`src/pmbl_regs.svh`:
```
// register offsets, field positions, reset values and timing counts for the phy mode block
`ifndef PMBL_REGS_SVH
`define PMBL_REGS_SVH
`define PMBL_CTRL_ADDR 8'h0c
`define PMBL_CTRL_RESET 8'h24
`define PMBL_RATE_LSB 0
`define PMBL_RATE_MSB 1
`define PMBL_SUBMODE_BIT 2
`define PMBL_MOD_BIT 3
`define PMBL_ALT_BIT 4
`define PMBL_SCRAM_BIT 5
`define PMBL_CLK_MHZ 100
`define PMBL_SYM_US_BPSK20 50
`define PMBL_SYM_US_BPSK40 25
`define PMBL_SYM_US_OQ400 40
`define PMBL_SYM_US_OQ1000 16
`define PMBL_SYM_CYC(us) ((us) * `PMBL_CLK_MHZ)
`define PMBL_LQI_SYMS 8
`endif

```
`src/pmbl_pkg.sv`:
```
// types shared by the phy mode block
package pmbl_pkg;
  typedef enum logic [1:0] {
    PMBL_SHAPE_RC10,
    PMBL_SHAPE_SIN_RC02,
    PMBL_SHAPE_RC02,
    PMBL_SHAPE_SIN
  } pmbl_shape_base_e;
  typedef enum logic [2:0] {
    PMBL_PS_RC10,
    PMBL_PS_SIN_RC02,
    PMBL_PS_RC02,
    PMBL_PS_SIN,
    PMBL_PS_RC08
  } pmbl_shape_e;
  typedef enum logic [1:0] {
    PMBL_SPREAD_STD,
    PMBL_SPREAD_HALF,
    PMBL_SPREAD_QUARTER
  } pmbl_spread_e;
endpackage

```
`src/pmbl_phy_mode.sv`:
```
// phy mode control register, mode decode, symbol timing and link quality estimation
// ==========================================================================
// Functional notes
// - link quality reported as unsigned 0..255 with many distinct values
// - weakest correlation maps to 0x00, perfect to 0xff, linear between
// - after sync header, average correlation of several symbols per frame
// - link quality valid only at frame end; host reads it via frame buffer
// - bpsk at 300 or 600 kchip/s, 20 or 40 kb/s, rc-1.0 shaping
// - o-qpsk at 400 or 1000 kchip/s chosen by configuration
// - 400 kchip/s: sine plus rc-0.2, or rc-0.2 alone
// - 1000 kchip/s: half-sine or rc-0.8 shaping
// - standard o-qpsk gives 100 or 250 kb/s, 25 or 62.5 ksym/s
// - high rate modes shorten code by two or four, same bandwidth
// - 400 kchip/s: shortened codes give 200 and 400 kb/s
// - 1000 kchip/s: shortened codes give 500 and 1000 kb/s
// - bpsk symbol period 50 us at 20 kb/s, 25 us at 40 kb/s
// - o-qpsk symbol period 40 or 16 us, high rates inherit it
// - high rate modes usable in basic and extended modes, short ack option
// - mode logic independent of rf channel selection
// - modulation select: 0 bpsk, 1 o-qpsk, reset 0
// - chip rate select reset 1: 1000/600 kchip; 0: 400/300 kchip
// - two-bit payload rate select, 0 (reset) is standard rate
// - alternate shaping enable reset 0, 1 selects alternate shaping
`timescale 1ns/1ps
`include "pmbl_regs.svh"
module pmbl_phy_mode #(
  parameter int CORR_W = 8,
  parameter int LQI_SYMS = `PMBL_LQI_SYMS,
  parameter int FIFO_DEPTH = 8
) (
  input wire logic clk_in,
  input wire logic reset_in,
  // register port
  input wire logic [7:0] reg_addr_in,
  input wire logic [7:0] reg_wdata_in,
  input wire logic reg_write_in,
  input wire logic reg_read_in,
  output logic [7:0] reg_rdata_out,
  // transceiver state
  input wire logic radio_idle_state_in,
  input wire logic short_ack_enable_in,
  // receive path events
  input wire logic sync_header_in,
  input wire logic [CORR_W-1:0] corr_data_in,
  input wire logic corr_valid_in,
  output logic corr_ready_out,
  input wire logic frame_end_in,
  // link quality to frame buffer
  output logic [7:0] lqi_out,
  output logic lqi_valid_out,
  output logic frame_done_interrupt_out,
  // active mode towards the modem datapath
  output logic modulation_select_out,
  output logic [9:0] chip_rate_kchip_out,
  output logic [9:0] payload_rate_kbps_out,
  output logic [1:0] spread_code_out,
  output logic [2:0] pulse_shape_out,
  output logic scrambler_enable_out,
  output logic [15:0] symbol_cycles_out,
  output logic symbol_tick_out,
  output logic [1:0] ack_symbols_out
);
  // ========================================================================
  // control register
  logic [7:0] ctrl_q;
  logic [7:0] rdata_q;

  always_ff @(posedge clk_in) begin
    if (reset_in) begin
      ctrl_q <= `PMBL_CTRL_RESET;
    end else if (reg_write_in && reg_addr_in == `PMBL_CTRL_ADDR) begin
      ctrl_q <= {2'h0, reg_wdata_in[5:0]};
    end
  end

  always_ff @(posedge clk_in) begin
    if (reset_in) begin
      rdata_q <= 8'h00;
    end else if (reg_read_in) begin
      rdata_q <= (reg_addr_in == `PMBL_CTRL_ADDR) ? ctrl_q : 8'h00;
    end
  end
  assign reg_rdata_out = rdata_q;

  // ========================================================================
  // active mode, latched only while radio idle
  logic [7:0] mode_q;

  always_ff @(posedge clk_in) begin
    if (reset_in) begin
      mode_q <= `PMBL_CTRL_RESET;
    end else if (radio_idle_state_in) begin
      mode_q <= ctrl_q;
    end
  end

  logic oqpsk;
  logic fast;
  logic alt;
  logic [1:0] rate_sel;
  assign oqpsk = mode_q[`PMBL_MOD_BIT];
  assign fast = mode_q[`PMBL_SUBMODE_BIT];
  assign alt = mode_q[`PMBL_ALT_BIT];
  assign rate_sel = mode_q[`PMBL_RATE_MSB:`PMBL_RATE_LSB];

  // ========================================================================
  // mode decode (channel plays no part)
  logic [9:0] chip_d;
  logic [9:0] rate_d;
  logic [1:0] spread_d;
  pmbl_pkg::pmbl_shape_e shape_d;
  logic [15:0] sym_cyc_d;

  always_comb begin
    spread_d = pmbl_pkg::PMBL_SPREAD_STD;
    if (!oqpsk) begin
      chip_d = fast ? 10'd600 : 10'd300;
      rate_d = fast ? 10'd40 : 10'd20;
      shape_d = pmbl_pkg::PMBL_PS_RC10;
      sym_cyc_d = fast ? 16'(`PMBL_SYM_CYC(`PMBL_SYM_US_BPSK40))
                       : 16'(`PMBL_SYM_CYC(`PMBL_SYM_US_BPSK20));
    end else begin
      chip_d = fast ? 10'd1000 : 10'd400;
      sym_cyc_d = fast ? 16'(`PMBL_SYM_CYC(`PMBL_SYM_US_OQ1000))
                       : 16'(`PMBL_SYM_CYC(`PMBL_SYM_US_OQ400));
      if (fast) begin
        shape_d = alt ? pmbl_pkg::PMBL_PS_RC08 : pmbl_pkg::PMBL_PS_SIN;
      end else begin
        shape_d = alt ? pmbl_pkg::PMBL_PS_RC02 : pmbl_pkg::PMBL_PS_SIN_RC02;
      end
      unique case (rate_sel)
        2'h0: begin
          rate_d = fast ? 10'd250 : 10'd100;
        end
        2'h1: begin
          rate_d = fast ? 10'd500 : 10'd200;
          spread_d = pmbl_pkg::PMBL_SPREAD_HALF;
        end
        default: begin
          rate_d = fast ? 10'd1000 : 10'd400;
          spread_d = pmbl_pkg::PMBL_SPREAD_QUARTER;
        end
      endcase
    end
  end

  always_ff @(posedge clk_in) begin
    if (reset_in) begin
      modulation_select_out <= 1'b0;
      chip_rate_kchip_out <= 10'd0;
      payload_rate_kbps_out <= 10'd0;
      spread_code_out <= 2'h0;
      pulse_shape_out <= 3'h0;
      scrambler_enable_out <= 1'b0;
      symbol_cycles_out <= 16'h0000;
    end else begin
      modulation_select_out <= oqpsk;
      chip_rate_kchip_out <= chip_d;
      payload_rate_kbps_out <= rate_d;
      spread_code_out <= spread_d;
      pulse_shape_out <= shape_d;
      scrambler_enable_out <= oqpsk && mode_q[`PMBL_SCRAM_BIT] && rate_sel[1];
      symbol_cycles_out <= sym_cyc_d;
    end
  end

  // 0 means standard 12-symbol ack; 2 or 3 symbols in high rate modes with short ack enabled
  always_ff @(posedge clk_in) begin
    if (reset_in) begin
      ack_symbols_out <= 2'h0;
    end else if (oqpsk && rate_sel != 2'h0 && short_ack_enable_in) begin
      ack_symbols_out <= fast ? 2'h3 : 2'h2;
    end else begin
      ack_symbols_out <= 2'h0;
    end
  end

  // ========================================================================
  // symbol period divider
  logic [15:0] sym_cnt_q;
  logic sym_wrap;

  // count restarts while idle, so the first tick comes a full period later
  assign sym_wrap = (sym_cnt_q >= sym_cyc_d - 16'h0001);

  always_ff @(posedge clk_in) begin
    if (reset_in || radio_idle_state_in) begin
      sym_cnt_q <= 16'h0000;
    end else if (sym_wrap) begin
      sym_cnt_q <= 16'h0000;
    end else begin
      sym_cnt_q <= sym_cnt_q + 16'h0001;
    end
  end

  always_ff @(posedge clk_in) begin
    if (reset_in || radio_idle_state_in) begin
      symbol_tick_out <= 1'b0;
    end else begin
      symbol_tick_out <= sym_wrap;
    end
  end

  // ========================================================================
  // correlation buffer
  logic [CORR_W-1:0] fifo_data;
  logic fifo_valid;
  logic fifo_ready;
  logic in_frame_q;

  // symbols outside a frame are dropped, never buffered
  pmbl_fifo #(
    .WIDTH(CORR_W),
    .DEPTH(FIFO_DEPTH)
  ) u_fifo (
    .clk_in(clk_in),
    .reset_in(reset_in),
    .wr_data_in(corr_data_in),
    .wr_valid_in(corr_valid_in && in_frame_q),
    .wr_ready_out(corr_ready_out),
    .rd_data_out(fifo_data),
    .rd_valid_out(fifo_valid),
    .rd_ready_in(fifo_ready)
  );

  // ========================================================================
  // link quality accumulation
  localparam int ACC_W = CORR_W + 8;
  logic [ACC_W-1:0] acc_q;
  logic [7:0] nsym_q;
  logic end_pend_q;
  logic [7:0] lqi_d;
  logic [ACC_W-1:0] mean;

  // drain stalls once enough symbols are gathered, so the fifo may fill
  assign fifo_ready = in_frame_q && (nsym_q < 8'(LQI_SYMS));

  always_ff @(posedge clk_in) begin
    if (reset_in) begin
      in_frame_q <= 1'b0;
    end else if (sync_header_in) begin
      in_frame_q <= 1'b1;
    end else if (frame_end_in) begin
      in_frame_q <= 1'b0;
    end
  end

  always_ff @(posedge clk_in) begin
    if (reset_in || sync_header_in) begin
      acc_q <= '0;
      nsym_q <= 8'h00;
    end else if (fifo_valid && fifo_ready) begin
      acc_q <= acc_q + ACC_W'(fifo_data);
      nsym_q <= nsym_q + 8'h01;
    end
  end

  // mean correlation rescaled to full 8-bit range
  always_comb begin
    mean = (nsym_q == 8'h00) ? '0 : acc_q / ACC_W'(nsym_q);
    if (CORR_W >= 8) begin
      lqi_d = 8'(mean >> (CORR_W - 8));
    end else begin
      lqi_d = 8'(mean << (8 - CORR_W)) | 8'(mean >> (2 * CORR_W - 8));
    end
  end

  always_ff @(posedge clk_in) begin
    if (reset_in) begin
      end_pend_q <= 1'b0;
    end else begin
      end_pend_q <= frame_end_in && in_frame_q;
    end
  end

  always_ff @(posedge clk_in) begin
    if (reset_in) begin
      lqi_out <= 8'h00;
    end else if (end_pend_q) begin
      lqi_out <= lqi_d;
    end
  end

  // publish wins over a sync header in the same cycle
  always_ff @(posedge clk_in) begin
    if (reset_in) begin
      lqi_valid_out <= 1'b0;
    end else if (end_pend_q) begin
      lqi_valid_out <= 1'b1;
    end else if (sync_header_in) begin
      lqi_valid_out <= 1'b0;
    end
  end

  always_ff @(posedge clk_in) begin
    if (reset_in) begin
      frame_done_interrupt_out <= 1'b0;
    end else begin
      frame_done_interrupt_out <= end_pend_q;
    end
  end
endmodule

```
`src/pmbl_fifo.sv`:
```
// small synchronous fifo for correlation results
`timescale 1ns/1ps
module pmbl_fifo #(
  parameter int WIDTH = 8,
  parameter int DEPTH = 8
) (
  input wire logic clk_in,
  input wire logic reset_in,
  input wire logic [WIDTH-1:0] wr_data_in,
  input wire logic wr_valid_in,
  output logic wr_ready_out,
  output logic [WIDTH-1:0] rd_data_out,
  output logic rd_valid_out,
  input wire logic rd_ready_in
);
  localparam int AW = $clog2(DEPTH);
  logic [WIDTH-1:0] mem_q [DEPTH];
  logic [AW-1:0] wr_ptr_q;
  logic [AW-1:0] rd_ptr_q;
  logic [AW:0] count_q;
  logic push;
  logic pop;
  logic [WIDTH-1:0] out_q;
  logic out_valid_q;
  logic load;

  assign wr_ready_out = (count_q != (AW+1)'(DEPTH));
  assign push = wr_valid_in && wr_ready_out;
  assign load = (count_q != '0) && (!out_valid_q || rd_ready_in);
  assign pop = load;
  assign rd_data_out = out_q;
  assign rd_valid_out = out_valid_q;

  always_ff @(posedge clk_in) begin
    if (push) begin
      mem_q[wr_ptr_q] <= wr_data_in;
    end
  end

  always_ff @(posedge clk_in) begin
    if (reset_in) begin
      wr_ptr_q <= '0;
      rd_ptr_q <= '0;
      count_q <= '0;
    end else begin
      if (push) begin
        wr_ptr_q <= (wr_ptr_q == AW'(DEPTH-1)) ? '0 : wr_ptr_q + 1'b1;
      end
      if (pop) begin
        rd_ptr_q <= (rd_ptr_q == AW'(DEPTH-1)) ? '0 : rd_ptr_q + 1'b1;
      end
      count_q <= count_q + (AW+1)'(push) - (AW+1)'(pop);
    end
  end

  always_ff @(posedge clk_in) begin
    if (reset_in) begin
      out_q <= '0;
      out_valid_q <= 1'b0;
    end else if (load) begin
      out_q <= mem_q[rd_ptr_q];
      out_valid_q <= 1'b1;
    end else if (rd_ready_in) begin
      out_valid_q <= 1'b0;
    end
  end
endmodule

```
`config.mk`:
```
export PLATFORM = sky130hd
export DESIGN_NAME = pmbl_phy_mode
export DESIGN_NICKNAME = d
export VERILOG_FILES = /design/src/pmbl_pkg.sv /design/src/pmbl_phy_mode.sv /design/src/pmbl_fifo.sv
export VERILOG_INCLUDE_DIRS = /design/src
export SDC_FILE = /design/constraint.sdc
export NUM_CORES = 1
export LEC_CHECK = 0
export BUFFER_PORTS_ARGS = -buffer_cell sky130_fd_sc_hd__buf_4
export CAP_MARGIN = 5
export CORE_AREA = 2 2 150 152
export DETAILED_ROUTE_END_ITERATION = 6
export DIE_AREA = 0 0 152 154
export GPL_TIMING_DRIVEN = 0
export PLACE_DENSITY_LB_ADDON = 0.2
export SYNTH_ARGS = -nofsm -noshare
export SYNTH_HDL_FRONTEND = slang
export SYNTH_SLANG_ARGS = --single-unit
```
`constraint.sdc`:
```
create_clock -name clk_in -period 31.6 [get_ports clk_in]
set_input_delay 6.32 -clock clk_in [delete_from_list [all_inputs] [get_ports clk_in]]
set_output_delay 6.32 -clock clk_in [all_outputs]
set_load 0.01 [all_outputs]
```
==> results.md <==
- WHS Endpoint: lqi_valid_out
- Gr usage total: 25.94%
- Least-Margin Pin Slew: 1.184 ns
- Placed Instances: 1,797
- Post-synthesis register bit count: 182
- Top post-synthesis cells by area: dfxtp_1, edfxtp_1, ha_1, nor2_1, a21oi_1
- Outcome: finished, final reports clean
- Top_reg_cell synth: dfxtp_1
- Synthesized area per cell: 9.090 um^2
- Worst Skew: 0.01344 ns
- Slew Viols, Final: 0
- Vias in the first global route: 10.60k
- Routed len/inst: 17.05 um
- Most common cell after layout, fill and taps aside: nor2_1
- Worst-path clk slew: 0.07 ns
- DR pass1 iterations: 5
- Wire length on met2: 15.81 mm
- Initial core utilization: 59.64%
- Synthesized area: 12,930 um^2
- Most frequent cells in the layout: nor2_1, buf_4, ha_1, dfxtp_1, nand2_1
- Met1 WL: 13.93 mm
- Ant diodes: 0
- Worst path required time: 31.90 ns
- Worst-Skew Late Latency: 0.43 ns
- Share of post-route cells with drive strength above 1: 19.56%
- DR iter-0 viols: 731
- WP buf/inv: 7
- Hold Slack: 0.4621 ns
- Area of the multi-input gates: 8600 um^2
- Worst-path fanout max: 10
- Area Overhead vs Synth: 18.03%
- IO buf count: 82
- Die ar.: 23,410 um^2
- Largest stage delay, worst path: 0.59 ns
- Yosys top cell by area: dfxtp_1
- Critical Path AT: 30.20 ns
- Post-synth cell types: 98
- Die Wd: 152 um
- DR vias/cell: 5.955
- CP max stage cell: dfxtp_1
- Hold crit path type: reg -> reg
- Final ANT Viol Nets: 0
- Hold depth: 2
- Cells after synthesis: 1,423
- Initial antenna violation count: 0
- Sequential-to-total area share from yosys stat: 33.12%
- Critical R2R Capture: lqi_out[0]
- Gr ovfl total: 0
- CP startpoint kind: flip-flop
- Die height: 154 um
- CTS Buf Count: 17
- Hold_buf cts: 0
- H-tree levels: 4
- MaxCap Viol Count: 0
- WL met3: 1.353 mm
- Most used cell, CP: o21a_1
- Register Area: 4287 um^2
- CTS Buffer Depth: 2
- Post-synth EDFFs: 64
- Fmax: 33.45 MHz
- Largest net degree at the start of global routing: 20
- Launch point of the worst reg-to-reg path: nsym_q[3]
- CP top delay family: compound AO/OA/AOI/OAI gates
- Final setup fails: 0
- Floorplan core area: 21,690 um^2
- Fillcell total: 1,651
- Final GP Congestion: 0.8585
- First-pass GRT wire length: 50.76 mm
- Yosys warns: 0
- Final Hold Fails: 0
- Fin cells: 1,865
- Setup CP Type: reg -> reg
- Crit path time final: 29.90 ns
- Yosys top cell area share: 18.26%
- CTS tree: built
- Root Buffer Master: clkbuf_16
- Clock Sinks: 182
- CP endpoint kind: flip-flop
- Async SR Flop Fraction: 0%
- Ports: 98
- Cell Rows: 54
- # DRC: 0
- Worst Reg-to-Reg Cells: 148
- Post-Route WL: 31.80 mm
- Vias: 11.11k
- Hold Crit Start: lqi_valid_out
- Slew headroom: 20.48%
- Fin crit share: 94.62%
- Fin nets: 1,751
- Post-DP HPWL: 22.72 mm
- Top sig layer: met4
- Worst reg-to-reg setup slack: 1.70 ns
==> sequential cells by signal, indices dropped and copies added (netlist names), 8 cells and up <==
signal / cells
sym_cnt_q: 16
nsym_q: 8
payload_rate_kbps_out: 9
symbol_cycles_out: 8
lqi_out: 8
u_fifo.rd_data_out: 8
u_fifo.mem_q: 64
acc_q: 16
==> logic make-up after synthesis <==
family / synth area share (%)
xor+xnor: 4.604
simple gates: 18.69
fa+ha+maj: 14.24
buf+inv: 4.169
other cells: 0.05806
flops: 33.12
compound gates: 18.39
mux: 6.732
==> area by class of cell <==
cell class	count	share of cell area (%)
repair buffers	119	5.835
plain buffers	64	2.172
well taps	280	2.295
flip-flops and latches	182	28.08
clock inverters	12	0.8277
inverters	56	1.401
clock buffers	20	3.065
multi-input cells	1132	56.33
==> worst max-delay path by stage <==
stage / startpoint / to / slack [ns] / cells past startpoint
after floorplan: nsym_q[7] / lqi_out[0] / 2.86 / 149
after global placement: nsym_q[7] / lqi_out[0] / -1.96 / 146
after detailed placement: nsym_q[7] / lqi_out[0] / -2.28 / 146
after CTS: nsym_q[7] / lqi_out[0] / 0.04 / 145
after global routing: nsym_q[6] / lqi_out[0] / -0.35 / 149
final: nsym_q[3] / lqi_out[0] / 1.70 / 148
==> metrics by stage <==
step / setup slack (ns) / TNS, ns / cell area, um^2 / util, %
finish: 1.701 / 0 / 15270 / 70.39
global route: -0.3454 / -0.3454 / 15270 / 70.39
CTS: 0.04070 / 0 / 14680 / 67.68
detailed placement: -2.279 / -2.323 / 13950 / 64.33
global placement: -1.957 / -1.957 / 13950 / 64.30
floorplan: 2.865 / 0 / 12980 / -
==> per-layer routing <==
metal	global-route usage, %	vias up
li1	-	5487
met1	33.39	5287
met2	45.11	275
met3	3.213	58
met4	9.168	0
met5	0	-
==> Yosys cell counts (all sizes together) (18+ instances only) <==
cell	count
nor2	169
ha	144
dfxtp	118
nand2	105
a21oi	93
edfxtp	64
inv	55
nor3	54
o21a	46
o21ai	45
nand3	42
clkbuf	41
xnor2	40
mux2i	30
xor2	28
a21o	26
nand2b	26
buf	25
a211oi	24
nor2b	19
mux2	18
==> tightest hold or removal path: cells and delay by family, from the launching register on <==
| family | cells | cell delay, ns |
|---|---|---|
| flip-flops | 1 | 0.32 |
| AO/OA/AOI/OAI | 1 | 0.05 |
| buffers and inverters | 1 | 0.05 |
==> repair_timing <==
item,in CTS,in global routing
setup endpoints to repair,2,2
pin swaps,2,18
resized for setup,22,70
setup buffers,4,32
hold endpoints to repair,0,0
cloned,0,1
Power is left out: the tool's default activity adds up to more than one toggle a clock period on the data nets, which glitch-free logic cannot reach.
